File: src/rtl/fph_params.svh
// Purpose: constants shared by both ends of the flash protection link
// Assumes: system clock of 40 MHz
// Notes: times are given in microseconds and turned into cycle counts
`ifndef FPH_PARAMS_SVH
`define FPH_PARAMS_SVH

// Instruction codes
`define FPH_OP_SET_WRITE_LATCH 8'h06
`define FPH_OP_CLEAR_WRITE_LATCH 8'h04
`define FPH_OP_READ_STATUS 8'h05
`define FPH_OP_WRITE_STATUS 8'h01
`define FPH_OP_PAGE_PROGRAM 8'h02
`define FPH_OP_SECTOR_ERASE 8'hd8
`define FPH_OP_BULK_ERASE 8'hc7
`define FPH_OP_DEEP_SLEEP 8'hb9
`define FPH_OP_WAKE_READ_ID 8'hab
`define FPH_OP_ENTER_OTP 8'h3a

// Frame lengths in whole bytes
`define FPH_LEN_SHORT 4'h1
`define FPH_LEN_STATUS 4'h2
`define FPH_LEN_ERASE 4'h4
`define FPH_LEN_PROGRAM_MIN 4'h5
`define FPH_LEN_MAX 4'hf
`define FPH_BITS_LAST 3'h7

// Status bit positions
`define FPH_ST_BUSY 0
`define FPH_ST_WEL 1
`define FPH_ST_BP_LO 2
`define FPH_ST_BP_HI 4
`define FPH_ST_GUARD 7

// Sector count and protection code
`define FPH_SECTORS 7'h40
`define FPH_BP_NONE 3'h0
`define FPH_BP_ALL 3'h7

// Timing
`define FPH_CLK_MHZ 40
`define FPH_PUW_US 10
`define FPH_PUW_CYCLES (`FPH_PUW_US * `FPH_CLK_MHZ)
`define FPH_WRITE_US 5
`define FPH_WRITE_CYCLES (`FPH_WRITE_US * `FPH_CLK_MHZ)
`define FPH_SCLK_HALF 4'h8

// Host register offsets and control fields
`define FPH_REG_DATA 2'h0
`define FPH_REG_CTRL 2'h1
`define FPH_REG_STAT 2'h2
`define FPH_CTRL_SELECT 0
`define FPH_CTRL_HOLD 1
`define FPH_CTRL_WPROT 2
`define FPH_CTRL_NBITS_LO 3
`define FPH_CTRL_NBITS_HI 5

`endif

File: src/rtl/fph_pkg.sv
// Purpose: types of the flash protection link ends
// Assumes: constants from fph_params.svh
// Notes: status byte layout is fixed by the params header
package fph_pkg;
`include "fph_params.svh"

	typedef enum logic [1:0] {
		FPH_PM_STANDBY = 2'h0,
		FPH_PM_ACTIVE = 2'h1,
		FPH_PM_DEEP = 2'h2
	} fph_power_type;

	typedef enum logic {
		FPH_HS_IDLE = 1'h0,
		FPH_HS_SHIFT = 1'h1
	} fph_hstate_type;

	typedef struct packed {
		logic [2:0] sclk_sy;
		logic [2:0] cs_sy;
		logic [1:0] si_sy;
		logic [1:0] hold_sy;
		logic [1:0] wp_sy;
		logic held;
		logic [2:0] bit_cnt;
		logic [3:0] byte_cnt;
		logic [7:0] shift;
		logic [7:0] opcode;
		logic [5:0] sector;
		logic reading;
		logic [7:0] out_sh;
		logic out_oe;
		logic busy;
		logic [15:0] busy_cnt;
		logic [15:0] pu_cnt;
		logic pu_done;
		logic write_enable_latch;
		logic [2:0] bp;
		logic guard;
		logic otp_lock;
		logic otp_mode;
		logic deep;
		fph_power_type power_mode;
		logic [7:0] status;
		logic op_accept;
		logic op_reject;
	} fph_dev_type;

	typedef struct packed {
		logic [1:0] so_sy;
		fph_hstate_type state;
		logic [3:0] half_cnt;
		logic [3:0] bits_left;
		logic [2:0] nbits;
		logic [7:0] tx;
		logic [7:0] rx;
		logic select_n;
		logic hold_n;
		logic wp_n;
		logic sclk;
		logic sin;
		logic [7:0] rdata;
	} fph_host_type;

	// Upper 1, 2, 4 ... 32 sectors, or all for code 7
	function automatic logic fph_protected(input logic [2:0] bp, input logic [5:0] sector);
		logic [6:0] first;
		first = `FPH_SECTORS - (7'h1 << (bp - 3'h1));
		if (bp == `FPH_BP_NONE) begin
			return 1'b0;
		end
		if (bp == `FPH_BP_ALL) begin
			return 1'b1;
		end
		return {1'b0, sector} >= first;
	endfunction : fph_protected

endpackage : fph_pkg

File: src/rtl/fph_link_if.sv
// Purpose: serial link between host and flash protection logic
// Assumes: host makes the serial clock, mode 0
// Notes: serial_out is a tri-state pin, resolved in the host, which reads it as high when undriven
interface fph_link_if;
	logic select_n;
	logic sclk;
	logic serial_in;
	logic serial_out;
	logic serial_out_oe;
	logic hold_n;
	logic write_protect_n;

	modport dev (
		input select_n, sclk, serial_in, hold_n, write_protect_n,
		output serial_out, serial_out_oe
	);
	modport host (
		output select_n, sclk, serial_in, hold_n, write_protect_n,
		input serial_out, serial_out_oe
	);
endinterface : fph_link_if

File: src/rtl/fph_device.sv
// Purpose: protection, power mode and hold logic of the serial flash end
// Assumes: all link pins are asynchronous and pass two flip-flops
// Notes: protect bits are held in flops; they return to zero on nrst
//
// Chosen here: the edge detectors on clock and select, and the power mode rule.
module fph_device
	import fph_pkg::*;
(
	// Clock and reset
	input wire logic clk,
	input wire logic nrst,
	// Link
	fph_link_if.dev lnk,
	// Observed state
	output fph_power_type power_mode,
	output logic [7:0] status,
	output logic otp_mode,
	output logic op_accept,
	output logic op_reject
);

	fph_dev_type q;
	fph_dev_type d;

	always_comb begin
		logic sel;
		logic sclk_low;
		logic rise;
		logic fall;
		logic cs_rise;
		logic whole;
		logic modifying;
		logic start;
		logic [7:0] byte_in;
		sel = 1'b0;
		sclk_low = 1'b0;
		rise = 1'b0;
		fall = 1'b0;
		cs_rise = 1'b0;
		whole = 1'b0;
		modifying = 1'b0;
		start = 1'b0;
		byte_in = 8'h00;
		d = q;
		d.op_accept = 1'b0;
		d.op_reject = 1'b0;

		// Synchronisers; stage 0 feeds only stage 1
		d.sclk_sy = {q.sclk_sy[1:0], lnk.sclk};
		d.cs_sy = {q.cs_sy[1:0], lnk.select_n};
		d.si_sy = {q.si_sy[0], lnk.serial_in};
		d.hold_sy = {q.hold_sy[0], lnk.hold_n};
		d.wp_sy = {q.wp_sy[0], lnk.write_protect_n};

		sel = ~q.cs_sy[1];
		sclk_low = ~q.sclk_sy[1];
		rise = q.sclk_sy[1] & ~q.sclk_sy[2];
		fall = ~q.sclk_sy[1] & q.sclk_sy[2];
		cs_rise = q.cs_sy[1] & ~q.cs_sy[2];

		// Writes stay blocked until supply has had time to settle
		if (!q.pu_done) begin
			d.pu_cnt = q.pu_cnt + 16'h1;
			if (q.pu_cnt == 16'(`FPH_PUW_CYCLES - 1)) begin
				d.pu_done = 1'b1;
			end
		end

		// Internal write cycle runs regardless of link or hold
		if (q.busy) begin
			d.busy_cnt = q.busy_cnt - 16'h1;
			if (q.busy_cnt == 16'h1) begin
				d.busy = 1'b0;
			end
		end

		// Level view of the edge rules: follow pause only while clock low
		if (!sel) begin
			d.held = 1'b0;
		end else if (sclk_low) begin
			d.held = ~q.hold_sy[1];
		end

		// Clock edges while held are ignored; counters stay frozen
		if (sel && !q.held) begin
			if (rise) begin
				byte_in = {q.shift[6:0], q.si_sy[1]};
				d.shift = byte_in;
				d.bit_cnt = q.bit_cnt + 3'h1;
				if (q.bit_cnt == `FPH_BITS_LAST) begin
					if (q.byte_cnt != `FPH_LEN_MAX) begin
						d.byte_cnt = q.byte_cnt + 4'h1;
					end
					if (q.byte_cnt == 4'h0) begin
						d.opcode = byte_in;
						d.reading = (byte_in == `FPH_OP_READ_STATUS) && !q.deep;
					end
					if (q.byte_cnt == `FPH_LEN_SHORT) begin
						d.sector = byte_in[5:0];
					end
				end
			end
			if (fall && q.reading) begin
				// Reload each byte so busy is fresh while polling
				d.out_sh = (q.bit_cnt == 3'h0) ? q.status : {q.out_sh[6:0], 1'b0};
			end
		end

		// Modifying instruction is judged when select rises
		modifying = (q.opcode == `FPH_OP_WRITE_STATUS) || (q.opcode == `FPH_OP_PAGE_PROGRAM) ||
			(q.opcode == `FPH_OP_SECTOR_ERASE) || (q.opcode == `FPH_OP_BULK_ERASE);
		whole = (q.bit_cnt == 3'h0);

		if (cs_rise && !q.held) begin
			if (q.deep) begin
				if (q.opcode == `FPH_OP_WAKE_READ_ID && q.byte_cnt >= `FPH_LEN_SHORT) begin
					d.deep = 1'b0;
				end
			end else if (whole && !q.busy) begin
				case (q.opcode)
					`FPH_OP_SET_WRITE_LATCH: begin
						if (q.byte_cnt == `FPH_LEN_SHORT && q.pu_done) begin
							d.write_enable_latch = 1'b1;
						end
					end
					`FPH_OP_CLEAR_WRITE_LATCH: begin
						if (q.byte_cnt == `FPH_LEN_SHORT) begin
							d.write_enable_latch = 1'b0;
							d.otp_mode = 1'b0;
						end
					end
					`FPH_OP_DEEP_SLEEP: begin
						if (q.byte_cnt == `FPH_LEN_SHORT) begin
							d.deep = 1'b1;
						end
					end
					`FPH_OP_ENTER_OTP: begin
						if (q.byte_cnt == `FPH_LEN_SHORT) begin
							d.otp_mode = 1'b1;
						end
					end
					`FPH_OP_WRITE_STATUS: begin
						if (q.byte_cnt == `FPH_LEN_STATUS && q.write_enable_latch && q.pu_done) begin
							if (q.otp_mode) begin
								// Data byte discarded; lock only ever goes to one
								d.otp_lock = 1'b1;
								start = 1'b1;
							end else if (!(q.guard && !q.wp_sy[1])) begin
								d.guard = q.shift[`FPH_ST_GUARD];
								d.bp = q.shift[`FPH_ST_BP_HI:`FPH_ST_BP_LO];
								start = 1'b1;
							end
						end
					end
					`FPH_OP_PAGE_PROGRAM, `FPH_OP_SECTOR_ERASE: begin
						if (((q.opcode == `FPH_OP_PAGE_PROGRAM && q.byte_cnt >= `FPH_LEN_PROGRAM_MIN) ||
							(q.opcode == `FPH_OP_SECTOR_ERASE && q.byte_cnt == `FPH_LEN_ERASE)) &&
							q.write_enable_latch && q.pu_done) begin
							if (q.otp_mode) begin
								start = !q.otp_lock;
							end else begin
								start = !fph_protected(q.bp, q.sector);
							end
						end
					end
					`FPH_OP_BULK_ERASE: begin
						// Any protected sector blocks a whole-array erase
						if (q.byte_cnt == `FPH_LEN_SHORT && q.write_enable_latch && q.pu_done && !q.otp_mode &&
							q.bp == `FPH_BP_NONE) begin
							start = 1'b1;
						end
					end
					default: begin
						start = 1'b0;
					end
				endcase
			end
			if (start) begin
				d.busy = 1'b1;
				d.busy_cnt = 16'(`FPH_WRITE_CYCLES);
				d.write_enable_latch = 1'b0;
				d.op_accept = 1'b1;
			end else if (modifying && !q.deep && !q.busy) begin
				// Frames ignored in deep sleep or while busy are never judged
				d.op_reject = 1'b1;
			end
		end

		// Deselect ends the frame; during hold it also resets the link logic
		if (cs_rise) begin
			d.bit_cnt = 3'h0;
			d.byte_cnt = 4'h0;
			d.reading = 1'b0;
			d.shift = 8'h00;
			d.opcode = 8'h00;
			d.held = 1'b0;
		end

		// Resume driving when hold ends so the line never floats mid-read
		d.out_oe = d.reading && !d.held && !q.cs_sy[1] &&
			(d.bit_cnt != 3'h0 || fall || q.out_oe || q.held);

		if (d.deep) begin
			d.power_mode = FPH_PM_DEEP;
		end else if (!q.cs_sy[1] || d.busy) begin
			d.power_mode = FPH_PM_ACTIVE;
		end else begin
			d.power_mode = FPH_PM_STANDBY;
		end

		d.status = 8'h00;
		d.status[`FPH_ST_BUSY] = d.busy;
		d.status[`FPH_ST_WEL] = d.write_enable_latch;
		d.status[`FPH_ST_BP_HI:`FPH_ST_BP_LO] = d.bp;
		d.status[`FPH_ST_GUARD] = d.otp_mode ? d.otp_lock : d.guard;
	end

	always_ff @(posedge clk or negedge nrst) begin
		if (!nrst) begin
			q <= '0;
			q.sclk_sy <= 3'h0;
			q.cs_sy <= 3'h7;
			q.hold_sy <= 2'h3;
			q.wp_sy <= 2'h3;
			q.power_mode <= FPH_PM_STANDBY;
		end else begin
			q <= d;
		end
	end

	assign lnk.serial_out = q.out_sh[7];
	assign lnk.serial_out_oe = q.out_oe;
	assign power_mode = q.power_mode;
	assign status = q.status;
	assign otp_mode = q.otp_mode;
	assign op_accept = q.op_accept;
	assign op_reject = q.op_reject;

endmodule : fph_device

File: src/flat_wrapper.sv
// flat-port wrapper written by rule: the top's interface ports become plain ports
module fph_device_flat import fph_pkg::*;
  (clk, nrst, power_mode, status, otp_mode, op_accept, op_reject, lnk_select_n, lnk_sclk, lnk_serial_in, lnk_hold_n, lnk_write_protect_n, lnk_serial_out, lnk_serial_out_oe);
  fph_link_if lnk_i ();
  input wire logic clk;
  input wire logic nrst;
  output fph_power_type power_mode;
  output logic [7:0] status;
  output logic otp_mode;
  output logic op_accept;
  output logic op_reject;
  input wire logic [$bits(lnk_i.select_n)-1:0] lnk_select_n;
  input wire logic [$bits(lnk_i.sclk)-1:0] lnk_sclk;
  input wire logic [$bits(lnk_i.serial_in)-1:0] lnk_serial_in;
  input wire logic [$bits(lnk_i.hold_n)-1:0] lnk_hold_n;
  input wire logic [$bits(lnk_i.write_protect_n)-1:0] lnk_write_protect_n;
  output wire logic [$bits(lnk_i.serial_out)-1:0] lnk_serial_out;
  output wire logic [$bits(lnk_i.serial_out_oe)-1:0] lnk_serial_out_oe;
  assign lnk_i.select_n = lnk_select_n;
  assign lnk_i.sclk = lnk_sclk;
  assign lnk_i.serial_in = lnk_serial_in;
  assign lnk_i.hold_n = lnk_hold_n;
  assign lnk_i.write_protect_n = lnk_write_protect_n;
  assign lnk_serial_out = lnk_i.serial_out;
  assign lnk_serial_out_oe = lnk_i.serial_out_oe;
  fph_device u_core (.clk(clk), .nrst(nrst), .lnk(lnk_i), .power_mode(power_mode), .status(status), .otp_mode(otp_mode), .op_accept(op_accept), .op_reject(op_reject));
endmodule
File: config.mk
export PLATFORM = sky130hd
export DESIGN_NAME = fph_device_flat
export DESIGN_NICKNAME = d
export VERILOG_FILES = /design/src/rtl/fph_pkg.sv /design/src/rtl/fph_link_if.sv /design/src/rtl/fph_device.sv /design/src/flat_wrapper.sv
export VERILOG_INCLUDE_DIRS = /design/src /design/src/rtl
export SDC_FILE = /design/constraint.sdc
export NUM_CORES = 1
export LEC_CHECK = 0
export ABC_AREA = 1
export BUFFER_PORTS_ARGS = -buffer_cell sky130_fd_sc_hd__buf_2
export CORE_UTILIZATION = 40
export DETAILED_ROUTE_END_ITERATION = 16
export PLACE_DENSITY = 0.61
export SKIP_LAST_GASP = 1
export SYNTH_ARGS = -nofsm -noshare
export SYNTH_HDL_FRONTEND = slang
export SYNTH_SLANG_ARGS = --single-unit
File: constraint.sdc
create_clock -name clk -period 2.5 [get_ports clk]
set_clock_uncertainty 0.1 [all_clocks]
set_input_delay 0.25 -clock clk [delete_from_list [all_inputs] [get_ports clk]]
set_output_delay 0.25 -clock clk [all_outputs]
set_load 0.02 [all_outputs]
==> impl_metrics.ini, run 1 <==
[critical_path]
critPathLaunchType = flop
cp-startpoint = u_core.q[17]
timing.rr.end = u_core.q[52]
critical_path_data_arrival_time_ns = 2.65
crit_end = u_core.q[52]
critical_path.reg2reg.startpoint = u_core.q[17]
criticalPathCategory = flop to flop
critical-path-top-cell-by-count = nand2_1
crit_path_cell_trace = nor2_4 -> nand2_2 -> ha_4 -> xnor2_2 -> ha_1 -> a21oi_1 -> nand2_1 -> nand2_1 -> nand2_1 -> nand2_1 -> nand2_1 -> nand2_1 -> nand2_1 -> nand2_1 -> nand2_2 -> nand2_4 -> nand3_2 -> nand3_1 -> inv_1
worst-path-max-fanout = 5
worstPathRequired_ns = 2.64
length_in_cells_of_the_worst_reg_to_reg_path = 19
crit_slowest_cell = dfrtp_1
timing.critical_path.slowest_cell_delay_ns = 0.43
r2r_slack_ns = -0.008
timing.critical_path.to_type = flop

[synthesis]
syn_inst = 574
synthesis.area_per_instance_um2 = 8.748
synth_area_um2 = 5021
ys_seq_area_share_pct = 49.02
post_synth_num_cell_types = 49
synthesis.yosys.warnings = 0
synth_edf_count = 0
ys_async_sr_fraction_pct = 100.0
netlist.top_cell.by_area = dfrtp_1
yosys_most_used_dff = dfrtp_1
synth_seq_cells = 98
synth.top_cell.area_share_pct = 45.35
leading_cell_types_by_total_area_after_synthesis = dfrtp_1, nand2_1, inv_1

[floorplanning]
floorplan.die.width_um = 114.0
floorplan.initialDensity_pct = 41.46
dieHeight_um = 114.0
floorplan.die_area_um2 = 13010
floorplan.io_pins = 22
core_region_area_um2 = 12110
num_rows = 40

[timing]
hold_viol_final = 0
unrepaired_setup_endpoints_after_global_routing = true
timing.max_slew.rel_slack_pct = 64.69
timing.final.ws_setup_ns = -0.007563
pins_over_slew_limit = 0
timing.fmax_ghz = 0.3988
min_period_over_period_pct = 100.3
timing.final.crit_period_ns = 2.508
tightestPinTransition_ns = 0.5248
setup_violations = 4

[cts]
cts_max_level = 3
clkLatencyLatePin_ns = 0.34
clock_transition_at_the_register_clock_pins_on_the_worst_setup_and_hold_paths_after_cts_ns = 0.07
clock-sinks = 98
max-clock-path-buffers = 2
cts_tree = yes
cts_buffers = 9
clock_tree.root_cell = clkbuf_16

[finish]
design_area_um2 = 5816
multi_input_comb_area_um2 = 2145
final-seq-area_um2 = 2461
antennaDiodeCount = 0
synthToLayoutAreaGrowth_pct = 15.82
layout.nets = 636
drive_gt1_share_pct = 17.05
final_core_util_pct = 48.02
fillerInstances = 1193

[run]
drv.max_cap_violation_count = 0

[status]
outcome = finished with violations
violations_in_the_final_reports = negative setup slack

[place]
port-buffer-count = 19
placement.cell_area_um2 = 5333
finalWeightedCongestion = 0.9084
hpwlAfterDp_um = 7383

[detailed_routing]
totalWireLength_um = 10430
first_pass_iters = 4
drtIter0Drc = 198
routed-via-count = 3796
postRouteAntennaNets = 0
routed_metal_1_wirelength_um = 5196
route.detailed.drc = 0
met2WireLength_um = 4702
maxUsedRoutingLayer = met4
post_drt_wl_per_cell_um = 13.31
wl_met3_um = 329
route.detailed.vias_per_inst = 4.842

[global_route]
first_global_vias = 3703
grt_start_max_net_pins = 40
grt_first_pass_wirelength_um = 18040
grt_overflow_total = 0
grt_antenna_before_repair = 0
grt_util_all_layers_pct = 17.78

[min_path]
hold_path_depth = 0
min-delay-start = u_core.d[99]
worstHoldPathType = flop to flop

[power]
leakage_nw = 2.895
total_power_mw = 3.291
vdd.ir_drop.worst_mv = 0.2296
power_density_nw_per_um2 = 565.8
power by group:
part	internal [mW]	total [mW]	switching, mW	leakage (nW)
clock network	0.878	1.45	0.577	0.148
registers	1.62	1.64	0.0259	1.31
logic	0.0592	0.193	0.134	1.44
synthesized netlist by cell type, types with 2 or more instances:
cell	instances
nand2_1	99
inv_1	93
dfrtp_1	91
nor2_1	47
o21ai_0	34
nand3_1	32
ha_1	18
nor3_1	14
nand4_1	13
xnor2_1	12
a21oi_1	11
buf_4	11
xor2_1	11
a31oi_1	8
inv_2	8
o22ai_1	8
dfstp_2	7
nor2_4	7
nor4_1	7
clkbuf_1	4
buf_2	3
nand3b_1	3
and3_1	2
nand2_2	2
nor2_2	2
nor3_2	2
nor4_2	2
or2_2	2
cells in the final DEF (no fill, tap or decap), types with 3 or more instances in the layout:
cell,synthesis,final
nand2_1,99,95
inv_1,93,92
dfrtp_1,91,91
nor2_1,47,47
o21ai_0,34,33
nand3_1,32,28
buf_2,3,18
ha_1,18,17
buf_4,11,17
nor3_1,14,14
nand4_1,13,13
xnor2_1,12,11
xor2_1,11,11
a21oi_1,11,11
inv_2,8,9
clkbuf_16,0,9
a31oi_1,8,8
o22ai_1,8,8
nor2_4,7,7
nor4_1,7,7
dfstp_2,7,7
dlygate4sd3_1,0,6
nand2_2,2,5
nand3_2,0,4
clkbuf_1,4,4
nand3b_1,3,3
nand3_4,1,3
worst min path at each step:
stage / end / slack (ns)
2_1_floorplan: u_core.d[104] / -0.15
3_3_place_gp: u_core.q[33] / 0.11
3_5_place_dp: u_core.q[28] / 0.12
4_1_cts: u_core.d[105] / 0.25
5_1_grt: u_core.q[95] / 0.26
6_report: u_core.q[99] / 0.26
final cells by class:
cell class	count	share of cell area (%)
clock inverters	3	1.119
inverters	102	6.627
clock buffers	13	4.131
multi-input cells	357	36.88
flip-flops and latches	98	42.32
well taps	168	3.614
repair buffers	43	5.314
sequential cells by signal (all words and copies together) (netlist names):
| name | count |
|---|---|
| u_core.op_accept | 1 |
| u_core.status | 4 |
| u_core.power_mode | 1 |
| u_core.lnk.serial_out | 1 |
| u_core.op_reject | 1 |
| u_core.d | 7 |
| u_core.lnk.serial_out_oe | 1 |
| u_core.otp_mode | 1 |
| u_core.q | 81 |
through the flow:
step	cells	setup TNS [ns]	hold slack (ns)	worst slack, ns
5_1_grt	784	-3.398	0.2601	-0.2172
4_1_cts	781	-0.08711	0.2509	-0.02465
3_5_place_dp	757	-0.2369	0.1164	-0.06818
6_report	784	-0.02350	0.2562	-0.007563
3_3_place_gp	757	0	0.1131	0.03993
2_1_floorplan	575	0	-0.1456	0.01841
worst max-delay path, delay by kind of cell, from the launching register on:
family	cells	cell delay (ns)
and+or+nand+nor	14	1.10
adders and majority gates	2	0.47
DFF	1	0.43
AOI/OAI and AO/OA	1	0.14
xor gates and xnor gates	1	0.13
buffers and inverters	1	0.04
what timing repair did:
| action | CTS | global route |
|---|---|---|
| cloned | 2 | 0 |
| hold buffers | 6 | 0 |
| gates resized for setup | 2 | 15 |
| endpoints found under the hold margin | 33 | 0 |
| setup endpoints to repair | 14 | 21 |
| buffers inserted | 0 | 3 |
| pin swaps | 0 | 2 |
cell families (layout without fill, tap and decap cells):
kind of cell / after synthesis / in the layout / share of synthesized area, %
simple gates: 240 / 242 / 23.40
flops: 98 / 98 / 49.02
xor+xnor: 23 / 23 / 4.012
fa+ha+maj: 18 / 18 / 4.486
buf+inv: 122 / 161 / 10.22
mux: 1 / 1 / 0.2243
other cells: 1 / 2 / 0.07469
compound gates: 71 / 71 / 8.572
per-layer routing:
| metal | track usage [%] | vias up |
|---|---|---|
| met3 | 3.135 | 18 |
| met1 | 25.32 | 1804 |
| li1 | - | 1918 |
| met5 | 0 | - |
| met4 | 7.879 | 0 |
| met2 | 26.51 | 56 |
No activity file was read; power rests on OpenSTA's default activity.
==> run 2, diff against run 1 <==
- CORE_UTILIZATION: 40 -> 35
- PLACE_DENSITY: 0.61 -> 0.55
==> run 2 against run 1 <==
Effect of this change:
- die area grew 14%
- final area grew 0.54%
- the flow now finishes without violations
- sequential cell count is the same
- largest power group unchanged
- combinational power grew 4%
- clock-buffer cell count shrank 3
- routed wire length grew 0.96%
- critical endpoint is now u_core.q[44]
- utilization shrank 6.1 points
- critical path type unchanged
- worst setup slack gained 0.011 ns
- cell count grew 1.9%
- non-clock buffer count grew 2
- worst hold slack lost 0.014 ns
- total power is essentially flat
==> impl_metrics.ini, run 2 (synthesis results as in run 1) <==
[cts]
clock-sinks = 98
cts_tree = yes
clock_tree.root_cell = clkbuf_16
cts_max_level = 3
clock_transition_at_the_register_clock_pins_on_the_worst_setup_and_hold_paths_after_cts_ns = 0.07
max-clock-path-buffers = 2
clkLatencyLatePin_ns = 0.35
cts_buffers = 9

[finish]
final_core_util_pct = 41.96
most_flop_heavy_register = u_core.q
antennaDiodeCount = 0
largest_register_ff_count = 81
finish.cell_count_without_fillers = 799
drive_gt1_share_pct = 17.45
final_cell_mix = nand2_1, inv_1, dfrtp_1
layout.nets = 639
synthToLayoutAreaGrowth_pct = 16.45
mostFrequentLayoutCell = nand2_1

[timing]
tightestPinTransition_ns = 0.5240
setup_violations = 0
timing.fmax_ghz = 0.4005
timing.max_slew.rel_slack_pct = 65.07
pins_over_slew_limit = 0
unrepaired_setup_endpoints_after_global_routing = true
timing.final.crit_period_ns = 2.497
min_period_over_period_pct = 99.87
hold_viol_final = 0
timing.final.ws_setup_ns = 0.003296

[run]
drv.max_cap_violation_count = 0

[power]
leakage_nw = 2.898
vdd.ir_drop.worst_mv = 0.3047
power_density_nw_per_um2 = 562.3

[global_route]
first_global_vias = 3680
grt_util_met3_pct = 2.622
grt_start_max_net_pins = 61
grt_overflow_total = 0
grt_util_all_layers_pct = 15.33
grt_antenna_before_repair = 0
gr-max-usage-layer = met2
grt.met1_usage_pct = 20.81
grt_first_pass_wirelength_um = 17740
grt.met2_usage_pct = 23.73

[floorplanning]
core_region_area_um2 = 13930
floorplan.die_area_um2 = 14830
floorplan.io_pins = 22
floorplan.die.width_um = 121.8
floorplan.initialDensity_pct = 36.03
num_rows = 43
dieHeight_um = 121.8

[place]
port-buffer-count = 19
finalWeightedCongestion = 0.9061
dpl_worst_slack_ns = -0.09965
numPlacedInstances = 770
hpwlAfterDp_um = 7509

[detailed_routing]
totalWireLength_um = 10530
route.detailed.drc = 0
postRouteAntennaNets = 0
first_pass_iters = 4
drtIter0Drc = 193
route.detailed.vias_per_inst = 4.756
routed-via-count = 3800
post_drt_wl_per_cell_um = 13.18

[min_path]
worstHoldPathType = input pin to asynchronous set/reset pin

[critical_path]
path_delay_family = simple AND/OR/NAND/NOR gates
worst-path-max-fanout = 6
critPathLaunchType = flop
cp.buffers_inverters = 2
crit_slowest_cell = dfrtp_2
crit_path_cell_trace = nor2_4 -> nand2_2 -> ha_4 -> xnor2_2 -> ha_1 -> nand2_1 -> inv_1 -> nand2_1 -> nand2_1 -> nand2_1 -> nand2_1 -> nand2_1 -> nand2_1 -> nand2_1 -> nand2_1 -> nand2_1 -> nand2_2 -> nand2_4 -> buf_4 -> nand3_4 -> nand3_1
timing.critical_path.to_type = flop
timing.critical_path.slowest_cell_delay_ns = 0.44
worstPathRequired_ns = 2.63
timing.rr.end = u_core.q[44]
critical_path.reg2reg.startpoint = u_core.q[17]
critical_path_data_arrival_time_ns = 2.63
critical-path-top-cell-by-count = nand2_1
r2r_slack_ns = 0.003
length_in_cells_of_the_worst_reg_to_reg_path = 21
criticalPathCategory = flop to flop

[status]
outcome = finished, final reports clean
==> run 2: cell types whose count changed in the layout (fill, tap and decap cells not counted), moves of 2 or more <==
cell,before,now
buf_4,17,20
clkbuf_1,4,0
clkinv_4,0,2
inv_6,0,2
nand2_1,95,97
nand2_2,5,3
nand3_1,28,31
nand3_2,4,1
==> run 2: power by group <==
group          internal [mW]  switching [mW]
registers               1.62          0.0258
clock network          0.814           0.632
logic                 0.0595           0.140
total                   2.49           0.798
==> run 2: final cells by class <==
class                      instances  area [um2]
clock buffer                      10       239.0
inverter                         102       385.4
tap                              180       225.2
multi-input combinational        358        2142
fill                            1382        8088
timing repair buffer              45       320.3
sequential                        98        2462
clock inverter                     6       72.57
==> run 2: through the flow <==
step / area [um2] / hold slack (ns) / total power [mW] / TNS, ns
2_1_floorplan: 5030 / -0.1456 / 1.778 / 0
3_3_place_gp: 5355 / 0.07294 / 1.857 / -0.01997
3_5_place_dp: 5355 / 0.07942 / 1.862 / -0.6047
4_1_cts: 5772 / 0.2397 / 3.331 / -0.02125
5_1_grt: 5847 / 0.2591 / 3.413 / -2.323
6_report: 5847 / 0.2425 / 3.288 / 0
==> run 2: timing repair <==
item,in CTS,in global routing
resized for setup,5,8
cloned,2,1
hold endpoints to repair,27,0
setup endpoints to repair,15,20
setup buffers,1,3
pin swaps,4,5
hold buffers,6,0
==> run 2: worst max-delay path by stage <==
| stage | startpoint | slack [ns] | to | cells after the start |
|---|---|---|---|---|
| floorplan | u_core.q[17] | 0.02 | u_core.q[50] | 23 |
| global route | u_core.q[17] | -0.17 | u_core.q[38] | 21 |
| global placement | u_core.q[17] | -0.02 | u_core.q[38] | 21 |
| finish | u_core.q[17] | 0.003 | u_core.q[44] | 21 |
| CTS | u_core.q[17] | -0.007 | u_core.q[38] | 19 |
| detailed placement | u_core.q[17] | -0.1 | u_core.q[38] | 19 |
==> run 2: per-layer routing <==
| layer | vias to the layer above | wire (um) |
|---|---|---|
| li1 | 1929 | - |
| met1 | 1792 | 5172 |
| met2 | 67 | 4816 |
| met3 | 12 | 354 |
| met4 | 0 | 189 |
| met5 | - | 0 |
==> run 3, diff against run 2 <==
- RECOVER_POWER: not set -> 100
==> run 3 against run 2 <==
Effect of this change:
- the flow now finishes with violations (negative setup slack)
- final area decreased by 0.45%
- clock-buffer cell count did not move
- cell count unchanged
- critical endpoint is now u_core.q[38]
==> impl_metrics.ini, run 3 (synthesis results as in run 1) <==
[critical_path]
path_delay_family = simple AND/OR/NAND/NOR gates
cell_depth_of_the_worst_setup_path = 21
worst-path-max-fanout = 6
timing.rr.end = u_core.q[38]
timing.critical_path.slowest_cell_delay_ns = 0.44
critical_path.reg2reg.startpoint = u_core.q[17]
critical_path_data_arrival_time_ns = 2.65
critical-path-top-cell-by-count = nand2_1
cp.buffers_inverters = 2
r2r_slack_ns = -0.00008
worstPathRequired_ns = 2.65
crit_slowest_cell = dfrtp_2
cp-startpoint = u_core.q[17]
timing.critical_path.to_type = flop
critPathLaunchType = flop
criticalPathCategory = flop to flop
crit_end = u_core.q[38]
crit_path_cell_trace = nor2_4 -> nand2_2 -> ha_4 -> xnor2_2 -> ha_1 -> nand2_1 -> inv_1 -> nand2_1 -> nand2_1 -> nand2_1 -> nand2_1 -> nand2_1 -> nand2_1 -> nand2_1 -> nand2_1 -> nand2_1 -> nand2_2 -> nand2_4 -> nand3_4 -> o211ai_1 -> inv_1
length_in_cells_of_the_worst_reg_to_reg_path = 21

[timing]
unrepaired_setup_endpoints_after_global_routing = true
timing.final.ws_setup_ns = -0.00007594
tightestPinTransition_ns = 1.325
pins_over_slew_limit = 0
timing.fmax_ghz = 0.4000
timing.max_slew.rel_slack_pct = 11.65
worst_slack_on_hold_paths_ns = 0.2524
min_period_over_period_pct = 100.0
setup_violations = 1
timing.final.crit_period_ns = 2.500
setup-tns-final_ns = -0.00007594
hold_viol_final = 0

[min_path]
hold_path_depth = 0
worstHoldPathType = flop to flop

[status]
violations_in_the_final_reports = negative setup slack
outcome = finished with violations

[cts]
cts_tree = yes
clkLatencyLatePin_ns = 0.35
clock_transition_at_the_register_clock_pins_on_the_worst_setup_and_hold_paths_after_cts_ns = 0.07
cts_buffers = 9
cts_max_level = 3
max-clock-path-buffers = 2
clock_tree.root_cell = clkbuf_16
clock-sinks = 98

[finish]
final-seq-area_um2 = 2462
antennaDiodeCount = 0
fillerInstances = 1392
drive_gt1_share_pct = 15.51
layout.nets = 639
final_cell_mix = nand2_1, inv_1, dfrtp_1
synthToLayoutAreaGrowth_pct = 15.92
mostFrequentLayoutCell = nand2_1
final_core_util_pct = 41.77
most_flop_heavy_register = u_core.q
largest_register_ff_count = 81
multi_input_comb_area_um2 = 2142

[detailed_routing]
totalWireLength_um = 10520
drtIter0Drc = 197
postRouteAntennaNets = 0
route.detailed.vias_per_inst = 4.787
routed-via-count = 3825
route.detailed.drc = 0
first_pass_iters = 4
post_drt_wl_per_cell_um = 13.17

[floorplanning]
core_region_area_um2 = 13930
floorplan.initialDensity_pct = 36.03
num_rows = 43
dieHeight_um = 121.8
floorplan.die.width_um = 121.8
floorplan.die_area_um2 = 14830
floorplan.io_pins = 22

[place]
dpl_worst_slack_ns = -0.09965
hpwlAfterDp_um = 7509
port-buffer-count = 19
finalWeightedCongestion = 0.9061

[global_route]
grt_util_all_layers_pct = 15.33
grt_first_pass_wirelength_um = 17740
grt_overflow_total = 0
first_global_vias = 3680
grt_antenna_before_repair = 0
grt_start_max_net_pins = 61

[power]
leakage_nw = 2.852
vdd.ir_drop.worst_mv = 0.3022
power_density_nw_per_um2 = 564.1
total_power_mw = 3.283

[run]
drv.max_cap_violation_count = 0
## run 3: worst reg2reg max path, cell delays in order, from the launching register on
cell and delay [ns]:
dfrtp_2 0.44, nor2_4 0.13, nand2_2 0.08, ha_4 0.17, xnor2_2 0.13, ha_1 0.30
nand2_1 0.07, inv_1 0.03, nand2_1 0.05, nand2_1 0.04, nand2_1 0.05, nand2_1 0.04
nand2_1 0.05, nand2_1 0.05, nand2_1 0.05, nand2_1 0.04, nand2_1 0.07, nand2_2 0.06
nand2_4 0.14, nand3_4 0.12, o211ai_1 0.13, inv_1 0.05
## run 3: how the worst min path moves through the flow
stage	start	slack, ns	endpoint
detailed placement	nrst	0.08	u_core.q[59]
CTS	nrst	0.24	u_core.q[59]
finish	u_core.d[104]	0.25	u_core.d[105]
global placement	nrst	0.07	u_core.q[59]
floorplan	nrst	-0.15	u_core.d[104]
global route	u_core.d[97]	0.26	u_core.q[97]
## run 3: area by class of cell
class | instances | area share [%]
Sequential cell | 98 | 42.30
Timing Repair Buffer | 45 | 5.052
Multi-Input combinational cell | 358 | 36.80
Clock inverter | 6 | 1.247
Inverter | 102 | 6.621
Clock buffer | 10 | 4.106
Tap cell | 180 | 3.869
## run 3: report_power, final
group | switching (mW) | internal, mW
clock network | 0.632 | 0.814
registers | 0.0258 | 1.62
logic | 0.140 | 0.0562
## run 3: per-layer routing
| layer | track usage, % | part of all wire, % | vias to the layer above |
|---|---|---|---|
| li1 | - | - | 1926 |
| met1 | 20.81 | 49 | 1804 |
| met4 | 7.176 | 2.6 | 0 |
| met5 | 0 | 0 | - |
| met2 | 23.73 | 45 | 75 |
| met3 | 2.622 | 3.6 | 20 |
## run 3: stage by stage
| step | cells | cell area, um2 |
|---|---|---|
| finish | 799 | 5821 |
| CTS | 795 | 5772 |
| global placement | 770 | 5355 |
| floorplan | 575 | 5030 |
| detailed placement | 770 | 5355 |
| global route | 799 | 5821 |
## run 3: what timing repair did
| action | 4_1_cts | 5_1_grt |
|---|---|---|
| pin swaps | 4 | 5 |
| resized for setup | 5 | 8 |
| setup buffers | 1 | 3 |
| hold buffers | 6 | 0 |
| endpoints found under the setup margin | 15 | 20 |
| gates cloned | 2 | 1 |
| endpoints found under the hold margin | 27 | 0 |
